### config.mk
export PLATFORM = sky130hd
export DESIGN_NAME = dual_role_recovery_fsm
export DESIGN_NICKNAME = d
export VERILOG_FILES = /design/src/pkg/recovery_pkg.sv /design/src/rtl/down_timer.sv /design/src/rtl/dual_role_recovery_fsm.sv
export VERILOG_INCLUDE_DIRS = /design/src /design/src/pkg
export SDC_FILE = /design/constraint.sdc
export NUM_CORES = 1
export LEC_CHECK = 0
export BUFFER_PORTS_ARGS = -buffer_cell sky130_fd_sc_hd__buf_2
export CAP_MARGIN = 20
export CORE_AREA = 2 2 106 108
export DETAILED_ROUTE_END_ITERATION = 10
export DIE_AREA = 0 0 108 110
export PLACE_DENSITY = 0.59
export SLEW_MARGIN = 5
export SYNTH_ARGS = -nofsm -noshare
export SYNTH_HDL_FRONTEND = slang
export SYNTH_SLANG_ARGS = --single-unit
export TNS_END_PERCENT = 1
### constraint.sdc
create_clock -name pclk -period 5.1 [get_ports pclk]
set_input_delay 1.02 -clock pclk [delete_from_list [all_inputs] [get_ports pclk]]
set_output_delay 1.02 -clock pclk [all_outputs]
set_load 0.005 [all_outputs]
### src/pkg/recovery_map.svh
// Purpose: offsets, field positions, reset values and timer counts
// Assumes: included by its bare name from the package and the rtl files
// Notes: timer counts are in pclk cycles (250 MHz, 4 ns)
// What this block does
// - source-activity expiry in source-on sends ping
// - ping sent returns to swap source-on
// - ping failure goes to sink hard reset
// - sink-role request, or timeouts within the count limit, force hard reset
// - sink-role hard reset done enters swap recovery
// - received hard reset enters swap recovery
// - swap recovery timer expiry goes source default
// - source-role request, or timeout within the count limit, forces hard reset
// - detected hard reset turns supply off
// - supply off reported moves to sink default
// - start up, reset protocol, then bus check
// - bus check: voltage to caps, timeout to power
// - apply dead-battery level, then wait stream
// - bit stream seen to five volts, timer to unpower
// - apply safe five volts, then wait stop
// - stream stop to send caps, timer unpowers
// - apply safe zero, then supply discharge
// - source-off timer expiry returns to bus check
// - after dead-battery swap ignore source caps
`ifndef RECOVERY_MAP_SVH
`define RECOVERY_MAP_SVH
`define ADDR_W 12
`define CTRL_OFS 12'h000
`define STATUS_OFS 12'h004
`define LIMIT_OFS 12'h008
`define CTRL_ROLE_CP_BIT 0
`define CTRL_HR_REQ_BIT 1
`define CTRL_CLR_COUNT_BIT 2
`define STATUS_IGNORE_BIT 8
`define STATUS_COUNT_LSB 12
`define ROLE_CP_RESET 1'b1
`define HR_LIMIT_RESET 4'h2
`define COUNT_MAX 4'hf
`define TIMER_W 16
`define SOURCE_ACTIVITY_CYCLES 16'h03e8
`define SWAP_RECOVERY_CYCLES 16'h03e8
`define DB_DETECT_CYCLES 16'h03e8
`define BIT_STREAM_DETECT_CYCLES 16'h03e8
`define DEVICE_READY_CYCLES 16'h03e8
`define DB_SOURCE_OFF_CYCLES 16'h03e8
`endif

### src/pkg/recovery_pkg.sv
// Purpose: types shared by the recovery state machine and its timer
// Assumes: recovery_map.svh supplies the widths
// Notes: state codes are also visible in the status word
`include "recovery_map.svh"
package recovery_pkg;
  // policy states covered here; other_state stands for the rest of the engine
  typedef enum logic [4:0] {
    other_state = 5'h00, swap_source_on_state = 5'h01, swap_ping_state = 5'h02,
    sink_hard_reset_state = 5'h03, pc_sink_hard_reset_state = 5'h04,
    swap_recovery_state = 5'h05, source_to_default_state = 5'h06,
    cp_source_hard_reset_state = 5'h07, cp_source_to_off_state = 5'h08,
    sink_to_default_state = 5'h09, sink_startup_state = 5'h0a, bus_check_state = 5'h0b,
    wait_capabilities_state = 5'h0c, dead_battery_power_state = 5'h0d,
    wait_bit_stream_state = 5'h0e, apply_5v_state = 5'h0f,
    wait_bit_stream_stop_state = 5'h10, send_source_caps_state = 5'h11,
    unpower_state = 5'h12, supply_discharge_state = 5'h13
  } pe_state_t;
  // whole state of the main module
  typedef struct packed {
    pe_state_t state;
    logic role_cp;
    logic hr_pulse;
    logic [3:0] hr_count;
    logic [3:0] hr_limit;
    logic db_swapped;
    logic tx_ping;
    logic hr_send;
    logic prl_reset;
    logic nr_stop;
    logic supply_off;
    logic apply_db;
    logic apply_5v;
    logic apply_0v;
    logic pready;
    logic pslverr;
    logic [31:0] prdata;
  } fsm_regs_t;
  // whole state of the shared timer
  typedef struct packed {
    logic [`TIMER_W-1:0] count;
    logic running;
    logic expire;
  } timer_regs_t;
endpackage

### src/rtl/down_timer.sv
// Purpose: one down-counting timer with a single-cycle expiry pulse
// Assumes: load value of zero simply stops the timer
// Notes: a load in the same cycle as expiry cancels the pulse
`timescale 1ns/10ps
`include "recovery_map.svh"
module down_timer (
  input wire logic pclk, // clock
  input wire logic presetn, // async reset, active low
  input wire logic load, // reload strobe on state entry
  input wire logic [`TIMER_W-1:0] load_value, // cycles until expiry, zero stops
  output logic expire // one-cycle expiry pulse
);
  import recovery_pkg::*;
  timer_regs_t t_reg; // registered timer state
  timer_regs_t t_next; // next timer state

  // reload on entry, count down, pulse once at the end
  always_comb begin
    t_next = t_reg;
    t_next.expire = 1'b0;
    if (load) begin
      t_next.count = load_value;
      t_next.running = (load_value != '0);
    end else if (t_reg.running) begin
      if (t_reg.count == `TIMER_W'(1)) begin
        t_next.running = 1'b0;
        t_next.expire = 1'b1;
      end else begin
        t_next.count = t_reg.count - `TIMER_W'(1);
      end
    end
  end

  // register the timer state
  always_ff @(posedge pclk or negedge presetn) begin
    if (!presetn) begin
      t_reg <= '0;
    end else begin
      t_reg <= t_next;
    end
  end

  assign expire = t_reg.expire;

  chk_expire_single: assert property (@(posedge pclk) disable iff (!presetn)
    expire |=> !expire) else $error("timer expiry lasted more than one cycle");
endmodule

### src/rtl/dual_role_recovery_fsm.sv
// Purpose: dual-role keep-alive ping, hard-reset recovery, dead-battery start
// Assumes: all event inputs come from logic on pclk and are one-cycle pulses
// Notes: registers over APB; every output comes from the state flop
`timescale 1ns/10ps
`include "recovery_map.svh"
module dual_role_recovery_fsm #(
  parameter logic [15:0] SOURCE_ACTIVITY_CYCLES = `SOURCE_ACTIVITY_CYCLES,
  parameter logic [15:0] SWAP_RECOVERY_CYCLES = `SWAP_RECOVERY_CYCLES,
  parameter logic [15:0] DB_DETECT_CYCLES = `DB_DETECT_CYCLES,
  parameter logic [15:0] BIT_STREAM_DETECT_CYCLES = `BIT_STREAM_DETECT_CYCLES,
  parameter logic [15:0] DEVICE_READY_CYCLES = `DEVICE_READY_CYCLES,
  parameter logic [15:0] DB_SOURCE_OFF_CYCLES = `DB_SOURCE_OFF_CYCLES
) (
  input wire logic pclk, // clock, 250 MHz
  input wire logic presetn, // async reset, active low
  input wire logic psel, // apb select
  input wire logic penable, // apb access phase
  input wire logic pwrite, // apb direction
  input wire logic [`ADDR_W-1:0] paddr, // apb byte address
  input wire logic [31:0] pwdata, // apb write data
  output logic [31:0] prdata, // apb read data
  output logic pready, // apb ready
  output logic pslverr, // apb error on unmapped address
  input wire logic port_is_source, // current power role is source
  input wire logic enter_source_on, // swap engine enters source-on
  input wire logic handoff_done, // outer engine took over
  input wire logic ping_sent, // protocol: ping sent
  input wire logic ping_failed, // protocol: ping failed after retries
  input wire logic hard_reset_rx, // hard reset signaling received
  input wire logic hard_reset_done, // own hard reset complete
  input wire logic hr_dpm_req, // policy manager asks for hard reset
  input wire logic wait_cap_expired, // wait capabilities timer expiry
  input wire logic sink_activity_expired, // sink activity timer expiry
  input wire logic supply_transition_expired, // supply transition timer expiry
  input wire logic no_response_expired, // no response timer expiry
  input wire logic prl_reset_done, // protocol layer reset finished
  input wire logic bus_above_zero, // bus above safe zero level
  input wire logic supply_off_done, // supply switched off
  input wire logic db_level_present, // dead battery level on bus
  input wire logic five_volt_present, // safe five volt level on bus
  input wire logic zero_applied, // safe zero level applied
  input wire logic bit_stream_rx, // phy: bit stream received
  input wire logic bit_stream_stopped, // phy: bit stream stopped
  output logic tx_ping, // request ping transmit
  output logic hard_reset_send, // request hard reset signaling
  output logic prl_reset_req, // request protocol layer reset
  output logic no_response_stop, // stop the no response timer
  output logic supply_off_req, // ask to switch the supply off
  output logic apply_db_req, // ask for dead battery level
  output logic apply_5v_req, // ask for safe five volt level
  output logic apply_0v_req, // ask for safe zero level
  output logic ignore_source_caps, // drop received source capabilities
  output logic [4:0] state_code // current state
);
  import recovery_pkg::*;

  fsm_regs_t s_reg; // all registered state
  fsm_regs_t s_next; // next value of all state
  logic timer_load; // reload on every state entry
  logic [15:0] timer_value; // reload figure of the entered state
  logic timer_expire; // one-cycle expiry of the shared timer
  logic pc_sink_role; // provider/consumer acting as sink
  logic cp_source_role; // consumer/provider acting as source
  logic hr_request; // hard reset asked by software or manager
  logic budget_ok; // hard reset count within limit
  logic pc_trigger; // sink-role hard reset cause
  logic cp_trigger; // source-role hard reset cause
  logic setup_phase; // apb setup cycle
  logic access_done; // apb access completes this edge

  // role and cause decoding
  assign pc_sink_role = !s_reg.role_cp && !port_is_source;
  assign cp_source_role = s_reg.role_cp && port_is_source;
  assign hr_request = hr_dpm_req || s_reg.hr_pulse;
  assign budget_ok = (s_reg.hr_count <= s_reg.hr_limit);
  assign pc_trigger = pc_sink_role && (hr_request || (budget_ok &&
    (wait_cap_expired || sink_activity_expired || supply_transition_expired ||
    no_response_expired)));
  assign cp_trigger = cp_source_role && (hr_request ||
    (budget_ok && no_response_expired));
  assign setup_phase = psel && !penable;
  assign access_done = psel && penable && s_reg.pready;

  // address decode, used for the error answer; read data decodes paddr in its own case
  function automatic logic is_mapped(input logic [`ADDR_W-1:0] addr);
    is_mapped = (addr == `CTRL_OFS) || (addr == `STATUS_OFS) || (addr == `LIMIT_OFS);
  endfunction

  // reload figure per entered state; zero means no timer runs there
  function automatic logic [15:0] timer_reload(input pe_state_t st);
    case (st)
      swap_source_on_state: timer_reload = SOURCE_ACTIVITY_CYCLES;
      swap_recovery_state: timer_reload = SWAP_RECOVERY_CYCLES;
      bus_check_state: timer_reload = DB_DETECT_CYCLES;
      wait_bit_stream_state: timer_reload = BIT_STREAM_DETECT_CYCLES;
      wait_bit_stream_stop_state: timer_reload = DEVICE_READY_CYCLES;
      supply_discharge_state: timer_reload = DB_SOURCE_OFF_CYCLES;
      default: timer_reload = 16'h0000;
    endcase
  endfunction

  // the one timer serves whichever state is current
  assign timer_load = (s_next.state != s_reg.state);
  assign timer_value = timer_reload(s_next.state);

  down_timer u_timer (
    .pclk(pclk),
    .presetn(presetn),
    .load(timer_load),
    .load_value(timer_value),
    .expire(timer_expire)
  );

  // bus slave, transitions and entry actions
  always_comb begin
    s_next = s_reg;
    // one-cycle strobes fall back every cycle
    s_next.hr_pulse = 1'b0;
    s_next.tx_ping = 1'b0;
    s_next.hr_send = 1'b0;
    s_next.prl_reset = 1'b0;
    s_next.nr_stop = 1'b0;
    s_next.supply_off = 1'b0;
    s_next.apply_db = 1'b0;
    s_next.apply_5v = 1'b0;
    s_next.apply_0v = 1'b0;
    // ready in the first access cycle, data captured in setup
    s_next.pready = setup_phase;
    if (setup_phase) begin
      s_next.pslverr = !is_mapped(paddr);
      s_next.prdata = 32'h0000_0000;
      case (paddr)
        `CTRL_OFS: begin
          s_next.prdata[`CTRL_ROLE_CP_BIT] = s_reg.role_cp;
        end
        `STATUS_OFS: begin
          s_next.prdata[4:0] = s_reg.state;
          s_next.prdata[`STATUS_IGNORE_BIT] = s_reg.db_swapped;
          s_next.prdata[`STATUS_COUNT_LSB +: 4] = s_reg.hr_count;
        end
        `LIMIT_OFS: begin
          s_next.prdata[3:0] = s_reg.hr_limit;
        end
        default: begin
          s_next.prdata = 32'h0000_0000;
        end
      endcase
    end else if (!psel) begin
      s_next.pslverr = 1'b0;
    end
    // writes take effect at the completing edge only
    if (access_done && pwrite) begin
      case (paddr)
        `CTRL_OFS: begin
          s_next.role_cp = pwdata[`CTRL_ROLE_CP_BIT];
          s_next.hr_pulse = pwdata[`CTRL_HR_REQ_BIT];
          if (pwdata[`CTRL_CLR_COUNT_BIT]) begin
            s_next.hr_count = 4'h0;
          end
        end
        `LIMIT_OFS: begin
          s_next.hr_limit = pwdata[3:0];
        end
        default: begin
          s_next.hr_pulse = 1'b0;
        end
      endcase
    end
    // received hard reset first, own causes next, local moves last
    if (hard_reset_rx && pc_sink_role) begin
      s_next.state = swap_recovery_state;
    end else if (hard_reset_rx && cp_source_role) begin
      s_next.state = cp_source_to_off_state;
    end else if (pc_trigger && s_reg.state != pc_sink_hard_reset_state) begin
      s_next.state = pc_sink_hard_reset_state;
    end else if (cp_trigger && s_reg.state != cp_source_hard_reset_state) begin
      s_next.state = cp_source_hard_reset_state;
    end else begin
      case (s_reg.state)
        other_state: begin
          if (enter_source_on) begin
            s_next.state = swap_source_on_state;
          end
        end
        swap_source_on_state: begin
          if (timer_expire) begin
            s_next.state = swap_ping_state;
          end else if (handoff_done) begin
            s_next.state = other_state;
          end
        end
        swap_ping_state: begin
          if (ping_sent) begin
            s_next.state = swap_source_on_state;
          end else if (ping_failed) begin
            s_next.state = sink_hard_reset_state;
          end
        end
        pc_sink_hard_reset_state: begin
          if (hard_reset_done) begin
            s_next.state = swap_recovery_state;
          end
        end
        swap_recovery_state: begin
          if (timer_expire) begin
            s_next.state = source_to_default_state;
          end
        end
        cp_source_hard_reset_state: begin
          if (hard_reset_done) begin
            s_next.state = cp_source_to_off_state;
          end
        end
        cp_source_to_off_state: begin
          if (supply_off_done) begin
            s_next.state = sink_to_default_state;
          end
        end
        sink_startup_state: begin
          if (prl_reset_done) begin
            s_next.state = bus_check_state;
          end
        end
        bus_check_state: begin
          if (bus_above_zero) begin
            s_next.state = wait_capabilities_state;
          end else if (timer_expire) begin
            s_next.state = dead_battery_power_state;
          end
        end
        dead_battery_power_state: begin
          if (db_level_present) begin
            s_next.state = wait_bit_stream_state;
          end
        end
        wait_bit_stream_state: begin
          if (bit_stream_rx) begin
            s_next.state = apply_5v_state;
          end else if (timer_expire) begin
            s_next.state = unpower_state;
          end
        end
        apply_5v_state: begin
          if (five_volt_present) begin
            s_next.state = wait_bit_stream_stop_state;
          end
        end
        wait_bit_stream_stop_state: begin
          if (bit_stream_stopped) begin
            s_next.state = send_source_caps_state;
          end else if (timer_expire) begin
            s_next.state = unpower_state;
          end
        end
        unpower_state: begin
          if (zero_applied) begin
            s_next.state = supply_discharge_state;
          end
        end
        supply_discharge_state: begin
          if (timer_expire) begin
            s_next.state = bus_check_state;
          end
        end
        source_to_default_state, sink_to_default_state, wait_capabilities_state,
        send_source_caps_state, sink_hard_reset_state: begin
          // the outer engine continues from these states
          if (handoff_done) begin
            s_next.state = other_state;
          end
        end
        default: begin
          s_next.state = other_state;
        end
      endcase
    end
    // entry actions fire once, on the cycle the state is entered
    if (s_next.state != s_reg.state) begin
      case (s_next.state)
        swap_ping_state: begin
          s_next.tx_ping = 1'b1;
        end
        pc_sink_hard_reset_state, cp_source_hard_reset_state,
        sink_hard_reset_state: begin
          s_next.hr_send = 1'b1;
          // counting wins over a software clear in the same cycle, unless the count already sits at COUNT_MAX
          if (s_reg.hr_count != `COUNT_MAX) begin
            s_next.hr_count = s_reg.hr_count + 4'h1;
          end
        end
        cp_source_to_off_state: begin
          s_next.supply_off = 1'b1;
        end
        sink_startup_state: begin
          s_next.prl_reset = 1'b1;
        end
        bus_check_state: begin
          s_next.nr_stop = 1'b1;
        end
        dead_battery_power_state: begin
          s_next.apply_db = 1'b1;
        end
        apply_5v_state: begin
          s_next.apply_5v = 1'b1;
        end
        unpower_state: begin
          s_next.apply_0v = 1'b1;
        end
        send_source_caps_state: begin
          s_next.db_swapped = 1'b1;
        end
        wait_capabilities_state: begin
          s_next.db_swapped = 1'b0;
        end
        default: begin
          s_next.db_swapped = s_next.db_swapped;
        end
      endcase
    end
  end

  // register all state; startup asks for a protocol reset right away
  always_ff @(posedge pclk or negedge presetn) begin
    if (!presetn) begin
      s_reg <= '0;
      s_reg.state <= sink_startup_state;
      s_reg.prl_reset <= 1'b1;
      s_reg.role_cp <= `ROLE_CP_RESET;
      s_reg.hr_limit <= `HR_LIMIT_RESET;
    end else begin
      s_reg <= s_next;
    end
  end

  // outputs straight from the state flop
  assign prdata = s_reg.prdata;
  assign pready = s_reg.pready;
  assign pslverr = s_reg.pslverr;
  assign tx_ping = s_reg.tx_ping;
  assign hard_reset_send = s_reg.hr_send;
  assign prl_reset_req = s_reg.prl_reset;
  assign no_response_stop = s_reg.nr_stop;
  assign supply_off_req = s_reg.supply_off;
  assign apply_db_req = s_reg.apply_db;
  assign apply_5v_req = s_reg.apply_5v;
  assign apply_0v_req = s_reg.apply_0v;
  assign ignore_source_caps = s_reg.db_swapped;
  assign state_code = s_reg.state;

  chk_ping_on_expiry: assert property (@(posedge pclk) disable iff (!presetn)
    s_reg.state == swap_source_on_state && timer_expire && !hard_reset_rx &&
    !pc_trigger && !cp_trigger |=> s_reg.state == swap_ping_state && tx_ping)
    else $error("no ping after source activity expiry");

  chk_ping_return: assert property (@(posedge pclk) disable iff (!presetn)
    s_reg.state == swap_ping_state && ping_sent && !hard_reset_rx &&
    !pc_trigger && !cp_trigger |=> s_reg.state == swap_source_on_state)
    else $error("ping sent did not return to source on");

  chk_ping_fail: assert property (@(posedge pclk) disable iff (!presetn)
    s_reg.state == swap_ping_state && ping_failed && !ping_sent && !hard_reset_rx &&
    !pc_trigger && !cp_trigger |=> s_reg.state == sink_hard_reset_state && hard_reset_send)
    else $error("ping failure did not start sink hard reset");

  chk_sink_trigger: assert property (@(posedge pclk) disable iff (!presetn)
    pc_trigger && !hard_reset_rx && s_reg.state != pc_sink_hard_reset_state
    |=> s_reg.state == pc_sink_hard_reset_state && hard_reset_send)
    else $error("sink role hard reset cause ignored");

  chk_rx_recovery: assert property (@(posedge pclk) disable iff (!presetn)
    hard_reset_rx && pc_sink_role |=> s_reg.state == swap_recovery_state)
    else $error("received hard reset did not enter swap recovery");

  chk_recovery_out: assert property (@(posedge pclk) disable iff (!presetn)
    s_reg.state == swap_recovery_state && $past(s_reg.state) != swap_recovery_state
    |-> !timer_expire ##1 !timer_expire)
    else $error("swap recovery timer expired too early");

  chk_off_request: assert property (@(posedge pclk) disable iff (!presetn)
    s_reg.state == cp_source_to_off_state && $past(s_reg.state) != cp_source_to_off_state
    |-> supply_off_req) else $error("supply off not requested on entry");

  chk_bus_entry: assert property (@(posedge pclk) disable iff (!presetn)
    s_reg.state == bus_check_state && $past(s_reg.state) != bus_check_state
    |-> no_response_stop) else $error("no response timer not stopped");

  chk_caps_ignore: assert property (@(posedge pclk) disable iff (!presetn)
    s_reg.state == send_source_caps_state |-> ignore_source_caps)
    else $error("source caps not ignored after dead battery start");

  chk_apb_ready: assert property (@(posedge pclk) disable iff (!presetn)
    psel && !penable |=> pready ##1 !pready)
    else $error("apb ready not one cycle after setup");
endmodule

==> results of run 1 <==
==> cell type report <==
type,count,area share
clock inverter,2,0.003021
sequential,54,0.3278
multi-input combinational,335,0.5051
timing repair buffer,69,0.08520
inverter,18,0.01662
clock buffer,6,0.01994
tap,140,0.04230
==> where the power goes <==
group          internal (µW)  switching (µW)  total [µW]  leakage (µW)
Sequential               496            70.6         567      0.000677
Clock                    110             144         254     0.0000472
Combinational            255             385         640       0.00109
==> worst min path at each step <==
stage / endpoint / start / slack, ns
CTS: prdata[0] / prdata[0] / 0.48
global route: prdata[0] / prdata[0] / 0.51
global placement: prdata[0] / prdata[0] / 0.46
floorplan: prdata[0] / prdata[0] / 0.45
finish: prdata[0] / prdata[0] / 0.48
detailed placement: prdata[0] / prdata[0] / 0.46
==> layout by cell type (no fill, tap or decap), drive strengths merged, types with 7 or more instances in the layout <==
cell type,netlist,layout
or3,8,8
nor4,9,9
inv,17,17
nor2b,11,11
ha,7,7
nand2,43,43
nor3,23,23
nand3,10,10
dfrtp,49,49
a21oi,25,25
conb,1,23
nor2,34,34
o21ai,25,25
buf,56,69
xnor2,12,12
==> stage by stage <==
stage / hold WS (ns) / worst slack [ns]
floorplan: 0.4498 / 1.657
global placement: 0.4589 / 1.059
detailed placement: 0.4611 / 1.028
CTS: 0.4820 / 1.338
global route: 0.5142 / 1.010
finish: 0.4790 / 1.280
==> per-layer routing <==
layer / vias up / share of wire / global-route usage
met5: - / 0 / 0
met4: 0 / 0.010 / 0.04121
met3: 9 / 0.037 / 0.01822
met2: 64 / 0.49 / 0.2704
met1: 1561 / 0.47 / 0.1962
li1: 1613 / - / -
==> cells by family (layout without fill, tap and decap cells) <==
kind of cell             after synthesis  count (layout)  synth area share
AO/OA/AOI/OAI                        101             101            0.1844
AND/OR/NAND/NOR                      179             179            0.2517
other                                  1              23         0.0009696
multiplexers                           7               7           0.01909
flip-flops                            54              54            0.3510
adder cells (fa/ha/maj)                7               7           0.02265
buffers and inverters                 80              95            0.1294
XOR/XNOR                              18              18           0.04076
==> worst min-delay path, stage by stage (launching register included) <==
cell	delay, ns
dfrtp_1	0.35
nand2_1	0.05
o31ai_1	0.05
==> summary.md, run 1 <==
| Metric | Value |
|---|---|
| Largest net degree at the start of global routing | `55` |
| Largest register FFs | `17` |
| CTS tree | `done` |
| Full die area | `approximately 0.012 mm²` |
| YS warnings | `0` |
| TritonCTS Buffers | `5` |
| MaxCap Viol Count | `0` |
| Setup TNS | `0 ns` |
| Total power | `1461 µW` |
| Fin crit period | `roughly 3.8 ns` |
| Hold Crit Depth | `2` |
| Status | `complete, no violations` |
| Critical-path top delay cell | `nor3_4` |
| R2R Setup Slk | `1.43 ns` |
| First-pass GRT wire length | `14630 µm` |
| Crit. Startpoint | `no_response_expired` |
| CP Depth | `12` |
| Gate Count Post-Synth | `around 450` |
| Synth area leader | `dfrtp_1` |
| Placed insts | `slightly above 600` |
| Clock skew | `0.008390 ns` |
| Sequential Area | `0.001358 mm²` |
| CP Class | `input pin to register` |
| Most frequent cells after synthesis | `dfrtp_1 (49), buf_4 (44), nand2_1 (43), nor2_1 (33), a21oi_1 (23)` |
| Post-DP Area | `a little over 0.004 mm²` |
| Final core utilization | `0.3871` |
| H-tree Lvls | `2` |
| Final Wtd Congestion | `0.8649` |
| P per Cell Area | `352.7 mW/mm²` |
| Area grow syn2layout | `7.085%` |
| Starting density of the core | `0.3615` |
| Most Frequent Cell on Critical Path | `or3_1` |
| Worst-path clk slew | `~0.10 ns` |
| Top post-synthesis cells by area | `dfrtp_1 (32%), buf_4 (8.5%), nand2_1 (4.2%)` |
| Syn Std Cell Area | `0.003867 mm²` |
| Antenna diode count | `0` |
| Syn Area/Cell | `8.652 µm²` |
| Hold Vio Cnt, Final | `0` |
| Design Area, Final | `between 0.004 and 0.005 mm²` |
| Die Ht | `roughly 110 µm` |
| Initial antenna violation count | `0` |
| Worst Path Max Fanout | `15` |
| Leakage Power | `approximately 0.0018 µW` |
| Hold Buf Count CTS | `0` |
| # fillers | `around 1100` |
| Most frequent cell after synthesis | `dfrtp_1` |
| Ys async rst share | `1.000` |
| Die extent in x | `between 100 and 150 µm` |
| #FFs+latches synth | `54` |
| Synth top area share | `0.3170` |
| Element type at the critical path start | `input pin` |
| Layout cells sized above 1 | `0.2169` |
| Clk_lat worst skew | `0.31 ns` |
| GR Util All Layers | `0.1522` |
| Number of global-route vias before repair | `around 3000` |
| I/O pin count | `between 100 and 150` |
| Num rows | `38` |
| Crit-path cells | `buf_2 > nor4_1 > o21ai_0 > a31oi_2 > o2bb2ai_2 > or3_1 > clkinv_2 > xnor2_1 > nand4_2 > nor3_4 > or3_1 > nor3_1` |
| CP bufs+invs | `2` |
| Sink Count | `54` |
| Hold Path Class | `register to register` |
| Core region area | `0.01070 mm²` |
| Worst Tran Pin Value | `0.9664 ns` |
| Drt first pass iters | `4` |
| Fmax | `~0.26 GHz` |
| Top_reg_cell synth | `dfrtp_1` |
| Post-DRT Antenna Nets | `0` |
| Root Driver | `clkbuf_8` |
| Crit path capture | `apply_db_req` |
| # DRC | `0` |
| # nets final | `559` |
| Wire per inst | `approximately 14 µm` |
| CP top delay family | `simple AND/OR/NAND/NOR gates` |
| Post-synth EDFFs | `0` |
| Worst slew margin | `0.3508` |
| Endpoints failing setup | `0` |
| Port Buffers | `66` |
| Crit path required time | `roughly 5.3 ns` |
| Peak supply drop | `0.0001670 V` |
| Starting DRT DRC Count | `150` |
| Max-slew violation count | `0` |
| Hpwl dp | `between 6000 and 7000 µm` |
| RSZ-0062 raised after global routing | `no` |
| Routed Wire Length | `between 8000 and 9000 µm` |
| Resize count post-CTS | `0` |
| Via-to-Cell Ratio | `5.204` |
| Post-synthesis sequential area ratio | `0.3510` |
| Critical Path Max Stage Delay | `~0.57 ns` |
| R2R depth | `10` |
| Distinct cell type count after synthesis | `74` |
| Combined area of the multi-input logic cells | `0.002092 mm²` |
| WP data arrival | `3.98 ns` |
| Via count | `3247` |
| RR Startpoint | `state_code[1]` |
| Deepest clock path buffer count | `2` |
| Final period util | `0.7490` |
| Non-filler cells in the finished layout | `624` |
| Worst Setup End Kind | `register` |
| Post-CTS Setup Inserts | `0` |
| Worst flop-to-flop path endpoint | `apply_db_req` |
| Global route overflow | `0` |
(Power assumes the default switching activity.)
==> inputs of run 2 (changes only) <==
Settings changed: PLACE_DENSITY 0.59 to 0.62.
Clock period 5.1 ns to 3.1 ns, I/O delays scaled along.
==> run 2 against run 1 <==
Effect of this change:
- the run now ends with setup timing left
- power is 90% higher
- setup slack worse by 1.4 ns
- combinational power is 130% higher
- critical path type is now register to register
==> summary.md, run 2 (synthesis gave the netlist of run 1 again) <==
| Metric | Value |
|---|---|
| Wire per inst | `14.68 µm (+3.8%)` |
| P per Cell Area | `589.7 mW/mm² (+67%)` |
| Drt first pass iters | `4 (unchanged)` |
| Final WS setup | `-0.07756 ns (-1.358 ns)` |
| Commonest non-fill, non-tap cell in the layout | `buf_2` |
| Largest register FFs | `17 (unchanged)` |
| Peak supply drop | `0.0003785 V (+130%)` |
| Failing checks | `setup timing` |
| Post-DRT Antenna Nets | `0 (unchanged)` |
| Antenna diode count | `0 (unchanged)` |
| Final Wtd Congestion | `0.9129 (+5.5%)` |
| Number of global-route vias before repair | `3363 (+11%)` |
| Full die area | `0.01188 mm² (unchanged)` |
| Worst flop-to-flop path endpoint | `s_reg[48]` |
| Largest net degree at the start of global routing | `32 (-42%)` |
| Layout cells sized above 1 | `0.3297 (+0.1127)` |
| Fin crit period | `3.178 ns` |
| Crit path required time | `3.33 ns (-1.93 ns)` |
| Hold slack final | `0.2821 ns (-0.1969 ns)` |
| Num rows | `38 (unchanged)` |
| Root Driver | `clkbuf_8` |
| Sink Count | `54 (unchanged)` |
| Hold Vio Cnt, Final | `0 (unchanged)` |
| Port Buffers | `66 (unchanged)` |
| Worst slew margin | `0.5648 (+0.2140)` |
| # DRC | `0 (unchanged)` |
| Non-filler cells in the finished layout | `683 (+9.5%)` |
| Clk_lat worst skew | `0.30 ns (about the same)` |
| Max-slew violation count | `0 (unchanged)` |
| TritonCTS Buffers | `5 (unchanged)` |
| CP Class | `register to register` |
| Die extent in x | `108 µm (unchanged)` |
| WP data arrival | `3.41 ns (-0.57 ns)` |
| Global route overflow | `0 (unchanged)` |
| Area grow syn2layout | `21.84%` |
| First-pass GRT wire length | `16130 µm (+10%)` |
| MaxCap Viol Count | `0 (unchanged)` |
| # nets final | `618 (+11%)` |
| Post-DP Area | `0.004464 mm² (+10%)` |
| Endpoints failing setup | `7 (+7)` |
| Hold Buf Count CTS | `0 (unchanged)` |
| CTS tree | `done` |
| Starting density of the core | `0.3615 (unchanged)` |
| Leakage Power | `0.002129 µW (+17%)` |
| Hpwl dp | `7779 µm (+21%)` |
| Final period util | `1.025` |
| Routed Wire Length | `10030 µm (+14%)` |
| I/O pin count | `117 (unchanged)` |
| Worst-path clk slew | `0.10 ns (about the same)` |
| Status | `finished, violations left` |
| Core region area | `0.01070 mm² (unchanged)` |
| Starting DRT DRC Count | `215 (+43%)` |
| Worst Tran Pin Value | `0.6528 ns (-0.3136 ns)` |
| Initial antenna violation count | `0 (unchanged)` |
| Design Area, Final | `0.004712 mm² (+14%)` |
| Placed insts | `670 (+8.8%)` |
| Deepest clock path buffer count | `2 (unchanged)` |
| R2R Setup Slk | `-0.08 ns (-1.51 ns)` |
| Fmax | `0.3147 GHz` |
| H-tree Lvls | `2 (unchanged)` |
| Worst Path Max Fanout | `3 (-12)` |
| RSZ-0062 raised after global routing | `yes` |
| Hold Path Class | `input pin to async pin` |
| Via-to-Cell Ratio | `5.100 (-2.0%)` |
| RR Startpoint | `s_reg[44]` |
| Die Ht | `110 µm (unchanged)` |
| Clock skew | `0.01148 ns (+0.003091 ns)` |
| R2R depth | `14 (+4)` |
| Total power | `2779 µW (+90%)` |
| Commonest non-fill, non-tap cells in the layout | `buf_2 (66), buf_4 (56), dfrtp_1 (49)` |
| GR Util All Layers | `0.1695 (+0.01737)` |
| Element type at the critical path start | `register` |
| Via count | `3483 (+7.3%)` |
| Worst Setup End Kind | `register` |
run 2: cell count changes in the layout (fill, tap and decap cells not counted), sizes merged:
cell    delta
buf       +59
clkinv     -1
clkbuf     +1
run 2: per-layer routing:
| metal | GRT usage | vias to the layer above | routed length, µm |
|---|---|---|---|
| met1 | 0.2202 | 1678 | 4530 |
| met5 | 0 | - | 0 |
| met3 | 0.02175 | 12 | 345 |
| met2 | 0.2983 | 68 | 5015 |
| li1 | - | 1725 | - |
| met4 | 0.04579 | 0 | 133 |
run 2: layout make-up:
cell class	count	area (µm²)
flip-flops and latches	54	1358
well taps	140	175.2
multi-input cells	335	2200
inverters	18	68.82
repair buffers	128	827.0
clock inverters	1	7.507
fillers	1090	5986
clock buffers	7	76.32
run 2: what timing repair did:
action / CTS / global route
endpoints found under the setup margin: 18 / 22
resized for setup: 8 / 19
pin swaps: 4 / 11
gates cloned: 0 / 0
buffers inserted: 0 / 5
run 2: where the power goes:
part,internal (µW),switching (µW)
clock network,161,227
logic,699,771
registers,817,105
run 2: worst max-delay path: stages, from the launching register on:
cell	delay (ns)
dfstp_2	0.55
inv_2	0.05
ha_4	0.25
nor2b_1	0.12
o211ai_1	0.15
a21o_1	0.24
buf_6	0.13
a211oi_4	0.24
a21oi_2	0.11
buf_4	0.15
nor4_4	0.24
o211a_1	0.24
inv_2	0.07
a311oi_4	0.32
mux2i_1	0.24
run 2: worst max-delay path by stage:
| stage | endpoint | depth (start not counted) | from |
|---|---|---|---|
| floorplan | u_timer.expire | 11 | no_response_expired |
| global placement | tx_ping | 11 | no_response_expired |
| detailed placement | s_reg[49] | 11 | no_response_expired |
| CTS | s_reg[48] | 13 | s_reg[44] |
| global route | s_reg[48] | 14 | s_reg[44] |
| finish | s_reg[48] | 14 | s_reg[44] |
run 2: metrics by stage:
step,utilization,setup TNS [ns],setup slack [ns]
finish,0.4405,-0.2111,-0.07756
global placement,0.4173,-0.9913,-0.1028
global route,0.4405,-2.695,-0.1979
detailed placement,0.4173,-2.955,-0.1834
CTS,0.4287,-0.01663,-0.01663
floorplan,-,0,0.05736
==> inputs of run 3 (changes only) <==
--- a/config.mk
+++ b/config.mk
@@ -11,2 +11,3 @@
 export CORE_AREA = 2 2 106 108
+export CTS_CLUSTER_SIZE = 16
 export DETAILED_ROUTE_END_ITERATION = 10
==> constraint.sdc (replaced) <==
create_clock -name pclk -period 3.1 [get_ports pclk]
set_input_delay 0.31 -clock pclk [delete_from_list [all_inputs] [get_ports pclk]]
set_output_delay 0.31 -clock pclk [all_outputs]
set_load 0.005 [all_outputs]
==> run 3 against run 2 <==
Effect of this change:
- the run still ends with setup timing left
- largest power group unchanged
- sequential share of layout area shrank 0.22 points
- final cell count shrank 1.3%
- critical path type unchanged
- design area grew 1.1%
- routed wire length is essentially flat
- die area is the same
- critical endpoint is now tx_ping
==> summary.md, run 3 (synthesis gave the netlist of run 1 again) <==
| Metric | Value |
|---|---|
| Status | `finished, violations left` |
| Failing checks | `setup timing` |
| Worst slew margin | `0.4579 (-0.1069)` |
| Starting density of the core | `0.3615 (unchanged)` |
| Post-Place Setup Slack | `-0.04926 ns (+0.1341 ns)` |
| Worst-path clk slew | `0.10 ns (about the same)` |
| WP data arrival | `3.34 ns (-0.07 ns)` |
| Area grow syn2layout | `23.13%` |
| Max-slew violation count | `0 (unchanged)` |
| MaxCap Viol Count | `0 (unchanged)` |
| Starting DRT DRC Count | `195 (-9.3%)` |
| Via-to-Cell Ratio | `5.206 (+2.1%)` |
| Largest register FFs | `17 (unchanged)` |
| # fillers | `1077 (-1.2%)` |
| Hold Path Class | `input pin to async pin` |
| Drt first pass iters | `4 (unchanged)` |
| First-pass GRT wire length | `16210 µm (+0.47%)` |
| # nets final | `609 (-1.5%)` |
| Wire per inst | `14.89 µm (+1.4%)` |
| R2R Setup Slk | `-0.05 ns (+0.03 ns)` |
| Via count | `3509 (+0.75%)` |
| Final period util | `1.016 (-0.009443)` |
| Worst flop-to-flop path endpoint | `tx_ping` |
| Commonest non-fill, non-tap cell in the layout | `buf_2` |
| Port Buffers | `66 (unchanged)` |
| Worst Tran Pin Value | `0.8131 ns (+0.1604 ns)` |
| GR Util All Layers | `0.1682 (-0.001383)` |
| RR Startpoint | `s_reg[44]` |
| Element type at the critical path start | `register` |
| Core region area | `0.01070 mm² (unchanged)` |
| # DRC | `0 (unchanged)` |
| CP bufs+invs | `3 (-1)` |
| Num rows | `38 (unchanged)` |
| TritonCTS Buffers | `5 (unchanged)` |
| Number of global-route vias before repair | `3369 (+0.18%)` |
| Clock skew | `0.007344 ns (-0.004137 ns)` |
| Critical-path top delay cell | `dfstp_2` |
| RSZ-0062 raised after global routing | `yes` |
| I/O pin count | `117 (unchanged)` |
| Hold Buf Count CTS | `0 (unchanged)` |
| Leakage Power | `0.002135 µW (+0.25%)` |
| Antenna diode count | `0 (unchanged)` |
| Initial antenna violation count | `0 (unchanged)` |
| Final core utilization | `0.4451 (+0.004678)` |
| H-tree Lvls | `2 (unchanged)` |
| Endpoints failing setup | `14 (+7)` |
| Design Area, Final | `0.004762 mm² (+1.1%)` |
| Post-DP Area | `0.004362 mm² (-2.3%)` |
| Root Driver | `clkbuf_8` |
| Worst Setup End Kind | `register` |
| CTS tree | `done` |
| CP Class | `register to register` |
| Commonest non-fill, non-tap cells in the layout | `buf_2 (66), buf_4 (52), dfrtp_1 (46)` |
| Hold Vio Cnt, Final | `0 (unchanged)` |
| Final Wtd Congestion | `0.9151 (+0.24%)` |
| Crit path required time | `3.29 ns (-0.04 ns)` |
| Sink Count | `54 (unchanged)` |
| Layout cells sized above 1 | `0.3390 (+0.009301)` |
| Routed Wire Length | `10040 µm (about the same)` |
| CP top delay family | `simple AND/OR/NAND/NOR gates` |
| Global route overflow | `0 (unchanged)` |
| Full die area | `0.01188 mm² (unchanged)` |
| Fmax | `0.3176 GHz (+0.93%)` |
| Critical Path Max Stage Delay | `0.56 ns (about the same)` |
| Deepest clock path buffer count | `2 (unchanged)` |
| Worst Path Max Fanout | `13 (+10)` |
| P per Cell Area | `619.7 mW/mm² (+5.1%)` |
| Die Ht | `110 µm (unchanged)` |
| Peak supply drop | `0.0003779 V (-0.17%)` |
| Most Frequent Cell on Critical Path | `or3_4` |
| Die extent in x | `108 µm (unchanged)` |
| Post-DRT Antenna Nets | `0 (unchanged)` |
| Fin crit period | `3.148 ns (-0.02927 ns)` |
| R2R depth | `14 (unchanged)` |
| Non-filler cells in the finished layout | `674 (-1.3%)` |
| Clk_lat worst skew | `0.30 ns (about the same)` |
| Placed insts | `658 (-1.8%)` |
| Largest net degree at the start of global routing | `38 (+19%)` |
| Hpwl dp | `7539 µm (-3.1%)` |
| Crit-path cells | `inv_2 > ha_4 > nor2b_4 > o211ai_1 > a21o_1 > buf_4 > o2bb2ai_4 > or3_4 > clkinv_2 > xnor2_2 > nand4_4 > or3_4 > nand3_1 > nor4_1` |
| Final WS setup | `-0.04829 ns (+0.02927 ns)` |
==> run 3: cell count changes in the layout (fill, tap and decap cells not counted), sizes merged <==
cell,previous run,this run
clkbuf,7,6
bufinv,0,2
clkinvlp,1,0
buf,128,119
==> run 3: through the flow <==
stage          hold WS (ns)  total power, µW   TNS, ns
3_5_place_dp         0.4523             2223   -0.2066
5_1_grt              0.1610             3164    -2.736
2_1_floorplan       0.01441             1827         0
4_1_cts              0.1166             2799  -0.05890
3_3_place_gp         0.4551             2189  -0.02768
6_report            0.09345             2951   -0.2588
==> run 3: area by class of cell <==
class,count,area (µm²),share of cell area
multi-input cells,335,2282,0.4792
flip-flops and latches,54,1361,0.2859
repair buffers,119,732.0,0.1537
well taps,140,175.2,0.03678
clock buffers,6,82.58,0.01734
inverters,18,68.82,0.01445
clock inverters,2,60.06,0.01261
==> run 3: worst reg2reg max path, stage by stage (launching register included) <==
cell and delay [ns]:
dfstp_2 0.56, inv_2 0.05, ha_4 0.26, nor2b_4 0.13, o211ai_1 0.11, a21o_1 0.23, buf_4 0.16, o2bb2ai_4 0.16
or3_4 0.39, clkinv_2 0.08, xnor2_2 0.13, nand4_4 0.13, or3_4 0.45, nand3_1 0.14, nor4_1 0.05
==> run 3: worst max path at each step <==
stage / start / depth (start not counted) / end / slack, ns
after floorplan: s_reg[44] / 14 / u_timer.expire / 0.11
after global placement: state_code[4] / 10 / ignore_source_caps / -0.03
after detailed placement: state_code[4] / 10 / s_reg[48] / -0.05
after CTS: s_reg[44] / 13 / s_reg[48] / -0.03
after global routing: state_code[1] / 13 / u_timer.t_reg[5] / -0.17
final: s_reg[44] / 14 / tx_ping / -0.05
==> run 3: power by group <==
part           total (µW)  internal (µW)  switching, µW
Combinational        1460            670            789
Clock                 569            344            225
Sequential            924            819            105
==> run 3: routing by layer <==
| metal | GRT usage | part of all wire | up-vias |
|---|---|---|---|
| met4 | 0.05128 | 0.014 | 0 |
| li1 | - | - | 1712 |
| met3 | 0.02116 | 0.039 | 14 |
| met2 | 0.2889 | 0.50 | 91 |
| met1 | 0.2219 | 0.45 | 1692 |
| met5 | 0 | 0 | - |
==> run 3: what timing repair did <==
item,CTS,global route
setup endpoints to repair,17,30
cloned,0,0
pin swaps,5,12
setup buffers,0,8
gates resized for setup,5,33
